<file path="config.mk">
export PLATFORM = sky130hd
export DESIGN_NAME = chan_term_ctl
export DESIGN_NICKNAME = d
export VERILOG_FILES = /design/src/hw/chan_term_pkg.sv /design/src/hw/chan_term_ctl.sv
export SDC_FILE = /design/constraint.sdc
export NUM_CORES = 1
export LEC_CHECK = 0
export BUFFER_PORTS_ARGS = -buffer_cell sky130_fd_sc_hd__buf_4
export CAP_MARGIN = 20
export CORE_MARGIN = 8
export CORE_UTILIZATION = 50
export CTS_CLUSTER_DIAMETER = 50
export DETAILED_ROUTE_END_ITERATION = 8
export GPL_TIMING_DRIVEN = 0
export HOLD_SLACK_MARGIN = 0.12
export PLACE_DENSITY = 0.69
export REMOVE_ABC_BUFFERS = 1
export SETUP_SLACK_MARGIN = 0.05
export SLEW_MARGIN = 10
export SYNTH_ARGS = -nofsm -noshare
export SYNTH_HDL_FRONTEND = slang
export SYNTH_SLANG_ARGS = --single-unit
</file>
<file path="constraint.sdc">
create_clock -name clk -period 3.8 [get_ports clk]
set_input_delay 0.76 -clock clk [delete_from_list [all_inputs] [get_ports clk]]
set_output_delay 0.76 -clock clk [all_outputs]
set_load 0.02 [all_outputs]
</file>
<file path="src/hw/chan_term_pkg.sv">
// Constants, carriers and state codes for the channel/EOI/terminator interpreter.
// Assumes one 200 MHz clock; byte values are ASCII codes seen on the bus.
package chan_term_pkg;

  // ==========================================================
  // Command characters
  localparam logic [7:0] CH_EXEC  = 8'h58;
  localparam logic [7:0] CMD_CHAN = 8'h43;
  localparam logic [7:0] CMD_EOI  = 8'h4b;
  localparam logic [7:0] CMD_TERM = 8'h59;
  localparam logic [7:0] CH_COMMA = 8'h2c;
  localparam logic [7:0] CH_DIG0  = 8'h30;
  localparam logic [7:0] CH_DIG9  = 8'h39;
  localparam logic [7:0] CH_LETA  = 8'h41;
  localparam logic [7:0] CH_LETZ  = 8'h5a;

  // ==========================================================
  // Option values and defaults
  localparam logic [7:0] OPT_CH1   = 8'h01;
  localparam logic [7:0] OPT_CH2   = 8'h02;
  localparam logic [7:0] OPT_COMP  = 8'h0c;
  localparam logic [7:0] OPT_KMAX  = 8'h03;
  localparam int         KB_EOI    = 0;
  localparam int         KB_HOLD   = 1;
  localparam logic [7:0] TERM_CR   = 8'h0d;
  localparam logic [7:0] TERM_LF   = 8'h0a;
  localparam logic [1:0] TLEN_NONE = 2'h0;
  localparam logic [1:0] TLEN_ONE  = 2'h1;
  localparam logic [1:0] TLEN_TWO  = 2'h2;
  localparam int         BUF_DEPTH = 16;
  localparam logic [4:0] BUF_FULL  = 5'h10;

  // ==========================================================
  // Carriers
  typedef struct packed {
    logic       eoi_en;
    logic       hold_en;
    logic [1:0] term_len;
    logic [7:0] term0;
    logic [7:0] term1;
  } cfg_t;

  localparam cfg_t CFG_RST = '{eoi_en: 1'b1, hold_en: 1'b1, term_len: TLEN_TWO,
                               term0: TERM_CR, term1: TERM_LF};

  typedef struct packed {
    logic [7:0] data;
    logic       eoi;
  } talk_t;

  // ==========================================================
  // States
  typedef enum logic [1:0] {P_IDLE = 2'b01, P_RUN = 2'b10} pstate_t;
  typedef enum logic [2:0] {T_DATA = 3'b001, T_TERM0 = 3'b010, T_TERM1 = 3'b100} tstate_t;
  typedef enum logic [4:0] {K_NONE = 5'b00001, K_CHAN = 5'b00010, K_EOI = 5'b00100,
                            K_TERM = 5'b01000, K_OTHER = 5'b10000} kind_t;

  function automatic logic is_digit(input logic [7:0] b);
    return (b >= CH_DIG0) && (b <= CH_DIG9);
  endfunction

  function automatic logic is_letter(input logic [7:0] b);
    return (b >= CH_LETA) && (b <= CH_LETZ);
  endfunction

endpackage

</file>
<file path="src/hw/chan_term_ctl.sv">
// Channel select, EOI/hold-off and terminator interpreter with talker framing.
// Assumes bus handshake logic on the same clock delivers listener bytes and
// drains talker bytes; bus clear is a one-cycle pulse from that logic.
//
// Overview of operation
// - Active channel sources the displayed reading
// - Panel settings per channel; bus settings shared
// - Composite mode refuses all programming but channel commands
// - Reset and bus clear select channel one
// - Channel two without module: message, optional SRQ
// - EOI command options 0..3 decode two disables
// - Reset and bus clear restore EOI, hold-off on
// - EOI only with final byte of transmission
// - EOI rides last terminator or last data
// - Hold NRFD from execute until commands done
// - Terminator takes one, two or no values
// - Reset and bus clear restore CR then LF
// - Terminator once at end; format seven none
// - Non-channel command in composite sets error flag
`timescale 1ns/1ps
`default_nettype none

module chan_term_ctl
  (
    // Clock and reset
    input  wire logic                clk,
    input  wire logic                rstn,
    // Listener bytes and bus clear
    input  wire logic [7:0]          cmd_data,
    input  wire logic                cmd_valid,
    output logic                     cmd_ready,
    output logic                     nrfd_hold,
    input  wire logic                bus_clear,
    // Module presence and status
    input  wire logic                ch2_fitted_pin,
    input  wire logic                srq_on_missing,
    input  wire logic                err_clr,
    output logic                     error,
    output logic                     srq_req,
    output logic                     missing_msg,
    // Channel state and readings
    input  wire logic [15:0]         rd_ch1,
    input  wire logic [15:0]         rd_ch2,
    input  wire logic                panel_wr,
    input  wire logic [7:0]          panel_val,
    output logic [7:0]               panel_active,
    output logic [15:0]              disp_reading,
    output logic                     chan2_sel,
    output logic                     composite,
    output chan_term_pkg::cfg_t      cfg,
    // Talker stream
    input  wire logic [7:0]          tx_data,
    input  wire logic                tx_valid,
    input  wire logic                tx_last,
    input  wire logic                unterminated_data_format,
    output logic                     tx_ready,
    output chan_term_pkg::talk_t     talk,
    output logic                     talk_valid,
    input  wire logic                talk_ready
  );
  import chan_term_pkg::*;

  logic [7:0]  buf_q [BUF_DEPTH];
  logic [4:0]  cnt_q, rd_q;
  pstate_t     pst_q, pst_d;
  kind_t       kind_q;
  logic [7:0]  num_q, first_q;
  logic        hasdig_q, ycnt_q;
  logic [2:0]  sync_q;
  logic        fitted_q, chan2_q, comp_q, err_q, srq_q, miss_q, hold_q, crdy_q;
  cfg_t        cfg_q;
  logic [7:0]  panel_q [2];
  logic [7:0]  pact_q;
  logic [15:0] disp_q;
  tstate_t     tst_q, tst_d;
  talk_t       out_q;
  logic        oval_q, oval_d, trdy_q;

  // ==========================================================
  // Module presence pin: three stages, change taken when last two agree
  always_ff @(posedge clk or negedge rstn)
    if (!rstn)
      sync_q <= 3'h0;
    else
      sync_q <= {sync_q[1:0], ch2_fitted_pin};

  always_ff @(posedge clk or negedge rstn)
    if (!rstn)
      fitted_q <= 1'b0;
    else if (sync_q[1] == sync_q[2])
      fitted_q <= sync_q[2];

  // ==========================================================
  // Command collection and execute
  logic       take, is_exec, step, at_end, boundary, fire;
  logic [7:0] b;
  assign take     = cmd_valid && crdy_q;
  assign is_exec  = cmd_data == CH_EXEC;
  assign step     = pst_q == P_RUN;
  assign at_end   = rd_q == cnt_q;
  assign b        = buf_q[rd_q[3:0]];
  assign boundary = step && (at_end || is_letter(b));
  assign fire     = boundary && (kind_q != K_NONE);

  always_comb
  begin
    pst_d = pst_q;
    if (bus_clear)
      pst_d = P_IDLE;
    else if (pst_q == P_IDLE && take && is_exec)
      pst_d = P_RUN;
    else if (step && at_end)
      pst_d = P_IDLE;
  end

  always_ff @(posedge clk or negedge rstn)
    if (!rstn)
      pst_q <= P_IDLE;
    else
      pst_q <= pst_d;

  always_ff @(posedge clk)
    if (take && !is_exec && cnt_q != BUF_FULL)
      buf_q[cnt_q[3:0]] <= cmd_data;

  always_ff @(posedge clk or negedge rstn)
    if (!rstn)
      cnt_q <= 5'h00;
    else if (bus_clear || (step && at_end))
      cnt_q <= 5'h00;
    else if (take && !is_exec && cnt_q != BUF_FULL)
      cnt_q <= cnt_q + 5'h01;

  always_ff @(posedge clk or negedge rstn)
    if (!rstn)
      rd_q <= 5'h00;
    else if (!step)
      rd_q <= 5'h00;
    else if (!at_end)
      rd_q <= rd_q + 5'h01;

  always_ff @(posedge clk or negedge rstn)
    if (!rstn)
      hold_q <= 1'b0;
    else if (pst_d != P_RUN)
      hold_q <= 1'b0;
    else if (pst_q == P_IDLE)
      hold_q <= cfg_q.hold_en;

  always_ff @(posedge clk or negedge rstn)
    if (!rstn)
      crdy_q <= 1'b0;
    else
      crdy_q <= pst_d == P_IDLE;

  // ==========================================================
  // Token parsing
  always_ff @(posedge clk or negedge rstn)
    if (!rstn)
    begin
      kind_q   <= K_NONE;
      num_q    <= 8'h00;
      first_q  <= 8'h00;
      hasdig_q <= 1'b0;
      ycnt_q   <= 1'b0;
    end
    else if (!step || at_end)
      kind_q <= K_NONE;
    else if (is_letter(b))
    begin
      kind_q   <= (b == CMD_CHAN) ? K_CHAN : (b == CMD_EOI) ? K_EOI :
                  (b == CMD_TERM) ? K_TERM : K_OTHER;
      num_q    <= 8'h00;
      hasdig_q <= 1'b0;
      ycnt_q   <= 1'b0;
    end
    else if (is_digit(b))
    begin
      num_q    <= num_q * 8'h0a + (b - CH_DIG0);
      hasdig_q <= 1'b1;
    end
    else if (b == CH_COMMA && kind_q == K_TERM)
    begin
      first_q  <= num_q;
      ycnt_q   <= 1'b1;
      num_q    <= 8'h00;
      hasdig_q <= 1'b0;
    end

  // ==========================================================
  // Command effects
  logic set_ch1, set_ch2, set_comp, set_k, set_y, bad, missing;
  always_comb
  begin
    set_ch1  = 1'b0;
    set_ch2  = 1'b0;
    set_comp = 1'b0;
    set_k    = 1'b0;
    set_y    = 1'b0;
    bad      = 1'b0;
    missing  = 1'b0;
    if (fire)
      case (kind_q)
        K_CHAN:
          if (hasdig_q && num_q == OPT_CH1)
            set_ch1 = 1'b1;
          else if (hasdig_q && num_q == OPT_CH2)
          begin
            set_ch2 = fitted_q;
            missing = !fitted_q;
          end
          else if (hasdig_q && num_q == OPT_COMP)
            set_comp = 1'b1;
          else
            bad = 1'b1;
        K_EOI:
          if (comp_q)
            bad = 1'b1;
          else if (!hasdig_q || num_q > OPT_KMAX)
            bad = 1'b1;
          else
            set_k = 1'b1;
        K_TERM:
          if (comp_q)
            bad = 1'b1;
          else
            set_y = 1'b1;
        K_OTHER:
          bad = comp_q;
        default:
          bad = 1'b0;
      endcase
  end

  always_ff @(posedge clk or negedge rstn)
    if (!rstn)
    begin
      chan2_q <= 1'b0;
      comp_q  <= 1'b0;
    end
    else if (bus_clear)
    begin
      chan2_q <= 1'b0;
      comp_q  <= 1'b0;
    end
    else if (set_ch1 || set_ch2)
    begin
      chan2_q <= set_ch2;
      comp_q  <= 1'b0;
    end
    else if (set_comp)
      comp_q <= 1'b1;

  // Bus-only settings are shared by both channels
  always_ff @(posedge clk or negedge rstn)
    if (!rstn)
      cfg_q <= CFG_RST;
    else if (bus_clear)
      cfg_q <= CFG_RST;
    else if (set_k)
    begin
      cfg_q.eoi_en  <= !num_q[KB_EOI];
      cfg_q.hold_en <= !num_q[KB_HOLD];
    end
    else if (set_y)
    begin
      if (ycnt_q)
      begin
        cfg_q.term_len <= TLEN_TWO;
        cfg_q.term0    <= first_q;
        cfg_q.term1    <= num_q;
      end
      else if (hasdig_q)
      begin
        cfg_q.term_len <= TLEN_ONE;
        cfg_q.term0    <= num_q;
      end
      else
        cfg_q.term_len <= TLEN_NONE;
    end

  // Front-panel settings kept per channel
  always_ff @(posedge clk)
    if (panel_wr && !comp_q)
      panel_q[chan2_q] <= panel_val;

  always_ff @(posedge clk or negedge rstn)
    if (!rstn)
    begin
      pact_q <= 8'h00;
      disp_q <= 16'h0000;
    end
    else
    begin
      pact_q <= panel_q[chan2_q];
      disp_q <= chan2_q ? rd_ch2 : rd_ch1;
    end

  // ==========================================================
  // Status
  always_ff @(posedge clk or negedge rstn)
    if (!rstn)
    begin
      err_q  <= 1'b0;
      srq_q  <= 1'b0;
      miss_q <= 1'b0;
    end
    else
    begin
      if (bad || missing || (take && !is_exec && cnt_q == BUF_FULL))
        err_q <= 1'b1;
      else if (err_clr)
        err_q <= 1'b0;
      srq_q  <= missing && srq_on_missing;
      miss_q <= missing;
    end

  // ==========================================================
  // Talker framing
  logic acc, tload;
  assign acc   = tx_valid && trdy_q;
  assign tload = !oval_q && (tst_q != T_DATA);

  always_comb
  begin
    tst_d  = tst_q;
    oval_d = oval_q && !talk_ready;
    if (acc && tx_last && !unterminated_data_format && cfg_q.term_len != TLEN_NONE)
      tst_d = T_TERM0;
    else if (tload && tst_q == T_TERM0 && cfg_q.term_len == TLEN_TWO)
      tst_d = T_TERM1;
    else if (tload)
      tst_d = T_DATA;
    if (acc || tload)
      oval_d = 1'b1;
  end

  always_ff @(posedge clk or negedge rstn)
    if (!rstn)
    begin
      tst_q  <= T_DATA;
      oval_q <= 1'b0;
      trdy_q <= 1'b0;
      out_q  <= '0;
    end
    else
    begin
      tst_q  <= tst_d;
      oval_q <= oval_d;
      trdy_q <= (tst_d == T_DATA) && !oval_d;
      if (acc)
      begin
        out_q.data <= tx_data;
        out_q.eoi  <= cfg_q.eoi_en && tx_last && (tst_d == T_DATA);
      end
      else if (tload)
      begin
        out_q.data <= (tst_q == T_TERM0) ? cfg_q.term0 : cfg_q.term1;
        out_q.eoi  <= cfg_q.eoi_en && (tst_d == T_DATA);
      end
    end

  assign cmd_ready    = crdy_q;
  assign nrfd_hold    = hold_q;
  assign error        = err_q;
  assign srq_req      = srq_q;
  assign missing_msg  = miss_q;
  assign panel_active = pact_q;
  assign disp_reading = disp_q;
  assign chan2_sel    = chan2_q;
  assign composite    = comp_q;
  assign cfg          = cfg_q;
  assign tx_ready     = trdy_q;
  assign talk         = out_q;
  assign talk_valid   = oval_q;

  // ==========================================================
  // Checks
  property p_clr_chan;
    @(posedge clk) disable iff (!rstn) bus_clear |=> !chan2_q && !comp_q;
  endproperty
  a_clr_chan: assert property (p_clr_chan) else $error("channel not reset");

  property p_clr_k;
    @(posedge clk) disable iff (!rstn) bus_clear |=> cfg_q.eoi_en && cfg_q.hold_en;
  endproperty
  a_clr_k: assert property (p_clr_k) else $error("EOI mode not reset");

  property p_clr_term;
    @(posedge clk) disable iff (!rstn)
      bus_clear |=> cfg_q.term_len == TLEN_TWO && cfg_q.term0 == TERM_CR && cfg_q.term1 == TERM_LF;
  endproperty
  a_clr_term: assert property (p_clr_term) else $error("terminator not reset");

  property p_comp_lock;
    @(posedge clk) disable iff (!rstn)
      comp_q && fire && !bus_clear && (kind_q == K_EOI || kind_q == K_TERM) |=> $stable(cfg_q) && err_q;
  endproperty
  a_comp_lock: assert property (p_comp_lock) else $error("composite accepted mode");

  property p_kdec;
    @(posedge clk) disable iff (!rstn)
      set_k && !bus_clear |=> cfg_q.eoi_en == !$past(num_q[0]) && cfg_q.hold_en == !$past(num_q[1]);
  endproperty
  a_kdec: assert property (p_kdec) else $error("EOI option decode wrong");

  property p_missing;
    @(posedge clk) disable iff (!rstn)
      missing && !bus_clear |=> missing_msg && $stable(chan2_q) && err_q;
  endproperty
  a_missing: assert property (p_missing) else $error("missing module not flagged");

  property p_hold;
    @(posedge clk) disable iff (!rstn)
      pst_q == P_IDLE && take && is_exec && cfg_q.hold_en && !bus_clear |=> nrfd_hold && !cmd_ready;
  endproperty
  a_hold: assert property (p_hold) else $error("NRFD not held");

  property p_defer;
    @(posedge clk) disable iff (!rstn) pst_q == P_IDLE && !bus_clear |=> $stable(cfg_q);
  endproperty
  a_defer: assert property (p_defer) else $error("setting applied before execute");

  property p_mid_eoi;
    @(posedge clk) disable iff (!rstn) acc && !tx_last |=> talk_valid && !talk.eoi;
  endproperty
  a_mid_eoi: assert property (p_mid_eoi) else $error("EOI on inner byte");

  property p_last_term;
    @(posedge clk) disable iff (!rstn)
      tst_q == T_TERM1 && tload |=> talk.data == $past(cfg_q.term1) && talk.eoi == $past(cfg_q.eoi_en);
  endproperty
  a_last_term: assert property (p_last_term) else $error("EOI not on last terminator");

  property p_g7;
    @(posedge clk) disable iff (!rstn)
      acc && tx_last && unterminated_data_format |=> tst_q == T_DATA ##1 !talk_valid || tst_q == T_DATA;
  endproperty
  a_g7: assert property (p_g7) else $error("terminator sent for unterminated format");

  property p_err;
    @(posedge clk) disable iff (!rstn) bad |=> err_q;
  endproperty
  a_err: assert property (p_err) else $error("error not latched");

endmodule // chan_term_ctl

`default_nettype wire

</file>
==> out/qor.yml <==
cp_max_fo: 9
antenna_cells: 0
irDropWorstVdd_v: 0.000589
worst_hold_path_type: "in -> async"
avgSynthCellArea_um2: 14.7
clk_pin_slew_ns: 0.06
slowest_stage: "or4_4"
synthAdderAreaFrac: 0.0314
r2r_start: "rd_q[0]"
crit_type: "reg -> reg"
dieHeight_um: 163
worst_slack_ns: 0.207
drt_iter0_drc: 558
synth-simple-area-share: 0.0911
port_buffers: 129
required_ns: 4.23
synth-edff-count: 144
drc: 0
max_stage_delay_ns: 0.65
setup_viol: 0
drt-wirelength-per-cell_um: 20.4
via_per_inst: 5.63
core_area_um2: 21100
grt_pass1_vias: 6767
p_seq_frac: 0.467
status: "complete, no violations"
power_frac_clock: 0.437
syn_inst: 731
start_util: 0.511
rsz0062_at_grt: "no"
vias: 6567
totalWireLength_um: 23800
p_int_uw: 4960
finClkSkew_ns: 0.0275
relSlewSlack: 0.315
dp_slack_ns: -0.332
clk_path_buf_depth: 3
antenna_found_initial: 0
fin_nets: 962
power_density_nw_per_um2: 495
tightestPinTransition_ns: 1.03
synth_flop_cell: "edfxtp_1"
period_share: 0.945
ant_nets: 0
final_common_cell: "edfxtp_1"
async_flop_share: 0.419
ys_seq_area_frac: 0.644
finalMaxSlewViolations: 0
routabilityCongestion: 0.773
r2r_end: "cfg[13]"
fp-row-count: 53
ys_seq_elements: 248
dr.pass1.iters: 5
htree_num_levels: 1
synth_compound_area_frac: 0.0692
synth_top_family_by_area: "multiplexers"
leakage_uw: 0.00521
pin_count: 130
ys_types: 62
muxShareOfSynthArea: 0.121
grt_max_degree: 56
place_hpwl_um: 16700
start_kind: "flop"
layout_common_cells: "144 x edfxtp_1, 133 x buf_4, 91 x dfrtp_1"
syn_area_um2: 10800
cts_root_buf: "clkbuf_16"
rrSetupSlack_ns: 0.21
area_growth_pct: 21.6
drive_gt1_frac: 0.320
critPathCaptureType: "flop"
p_comb_frac: 0.096
cts-buffers-inserted: 29
fmax_ghz: 0.278
grt_pass1_wl_um: 37100
synth_warnings: 0
total_power_uw: 6480
r2r_cells: 9
clock_sinks: 248
die_x_um: 163
switching_share: 0.235
cts_tree: "done"
p_switching_uw: 1520
overflow: 0
critPathArrivalTime_ns: 4.02
min_period_ns: 3.59
hold_ws_ns: 0.285
die-area_um2: 26500
grt_use_total: 0.177
cap_violations: 0
hold_violations: 0
utilization: 0.621
hold_buffers: 0
crit_chain: "buf_12, mux4_2, a22oi_1, nand2_1, or3_4, a32oi_4, nand2_4, or4_4, a221oi_2"
clock_latency_ns: 0.55
yosys.area_share.xor_xnor: 0.0195
## synth_stat cells, types with 2 or more instances
library cell / instances / area [um^2]
and4_1: 2 / 17.5
dfrtp_1: 93 / 2330
a22oi_1: 11 / 82.6
buf_6: 5 / 56.3
o41ai_1: 2 / 17.5
nor4b_1: 3 / 26.3
o22ai_1: 5 / 31.3
nand2_1: 40 / 150
a211oi_1: 4 / 30.0
a31oi_1: 7 / 43.8
fa_1: 2 / 40.0
and3_1: 11 / 68.8
nor3_1: 8 / 40.0
nand4_1: 3 / 18.8
a22o_1: 9 / 78.8
nor2_1: 50 / 188
edfxtp_1: 144 / 4320
inv_1: 25 / 93.8
buf_1: 2 / 7.51
xor2_1: 10 / 87.6
ha_1: 23 / 288
a221oi_1: 4 / 35.0
mux2_2: 40 / 450
o21ai_0: 12 / 60.1
nand3_1: 9 / 45.0
nor3b_1: 2 / 15.0
clkbuf_1: 22 / 82.6
a221oi_2: 5 / 75.1
and2_1: 18 / 113
mux4_2: 30 / 676
a21oi_1: 20 / 100
nand2b_1: 16 / 100
mux2i_1: 18 / 180
xnor2_1: 14 / 123
dfstp_2: 11 / 289
nor2b_1: 14 / 87.6
a21o_1: 10 / 75.1
nor4_1: 3 / 18.8
## registers in the layout, indices dropped and copies added (netlist names), 5 cells and up
register      flops
buf_q           128
cfg              20
cnt_q             5
disp_reading     16
first_q           8
kind_q            5
num_q             8
panel_active      8
panel_q          16
rd_q              5
talk              9
## through the flow
step | cells | TNS [ns] | cell area [um^2]
floorplan | 701 | -7.69 | 10600
global placement | 1105 | -51.46 | 11900
detailed placement | 1108 | -1.19 | 12000
CTS | 1167 | 0 | 13100
global route | 1167 | 0 | 13100
finish | 1167 | 0 | 13100
## worst max-delay path: cells and delay by family (launching register included)
family | cells | cell delay (ns)
mux | 1 | 0.50
flops | 1 | 0.51
simple gates | 4 | 1.43
compound gates | 3 | 0.91
buf+inv | 1 | 0.14
## worst max path at each step
stage	start	endpoint	slack, ns
floorplan	rd_q[0]	num_q[7]	-0.67
global placement	rd_q[0]	num_q[7]	-1.55
detailed placement	rd_q[0]	num_q[7]	-0.33
CTS	rd_q[0]	num_q[7]	0.07
global route	rd_q[0]	num_q[7]	0.05
finish	rd_q[0]	cfg[13]	0.21
## cells by family (layout without fill, tap and decap cells)
logic type | count (synthesis) | count (layout)
flip-flops | 248 | 248
AO/OA/AOI/OAI | 100 | 100
AND/OR/NAND/NOR | 189 | 189
adder cells (fa/ha/maj) | 26 | 26
buffers and inverters | 56 | 217
multiplexers | 88 | 88
XOR/XNOR | 24 | 24
## timing repair
item	CTS	global route
gates resized for setup	3	6
buffers inserted	5	0
pin swaps	0	1
setup endpoints to repair	13	1
## cell type report
type	count	area (um^2)
clock buffers	34	754
clock inverters	20	248
fillers	1604	7990
inverters	26	97.6
multi-input cells	427	3620
flip-flops and latches	248	6950
well taps	275	344
repair buffers	137	1090
## power groups by stage
stage	combinational [uW]	clock (uW)	sequential, uW
floorplan	254	0	3150
global placement	604	0	3070
detailed placement	624	0	3080
CTS	629	2890	3030
global route	676	2990	3040
finish	622	2830	3020
## layer usage
layer / vias up / global-route usage / routed length [um]
li1: 3026 / - / -
met1: 3252 / 0.232 / 10200
met2: 248 / 0.293 / 11400
met3: 41 / 0.0341 / 1620
met4: 0 / 0.0567 / 629
met5: - / 0 / 0
No activity file was read; power rests on OpenSTA's default activity.
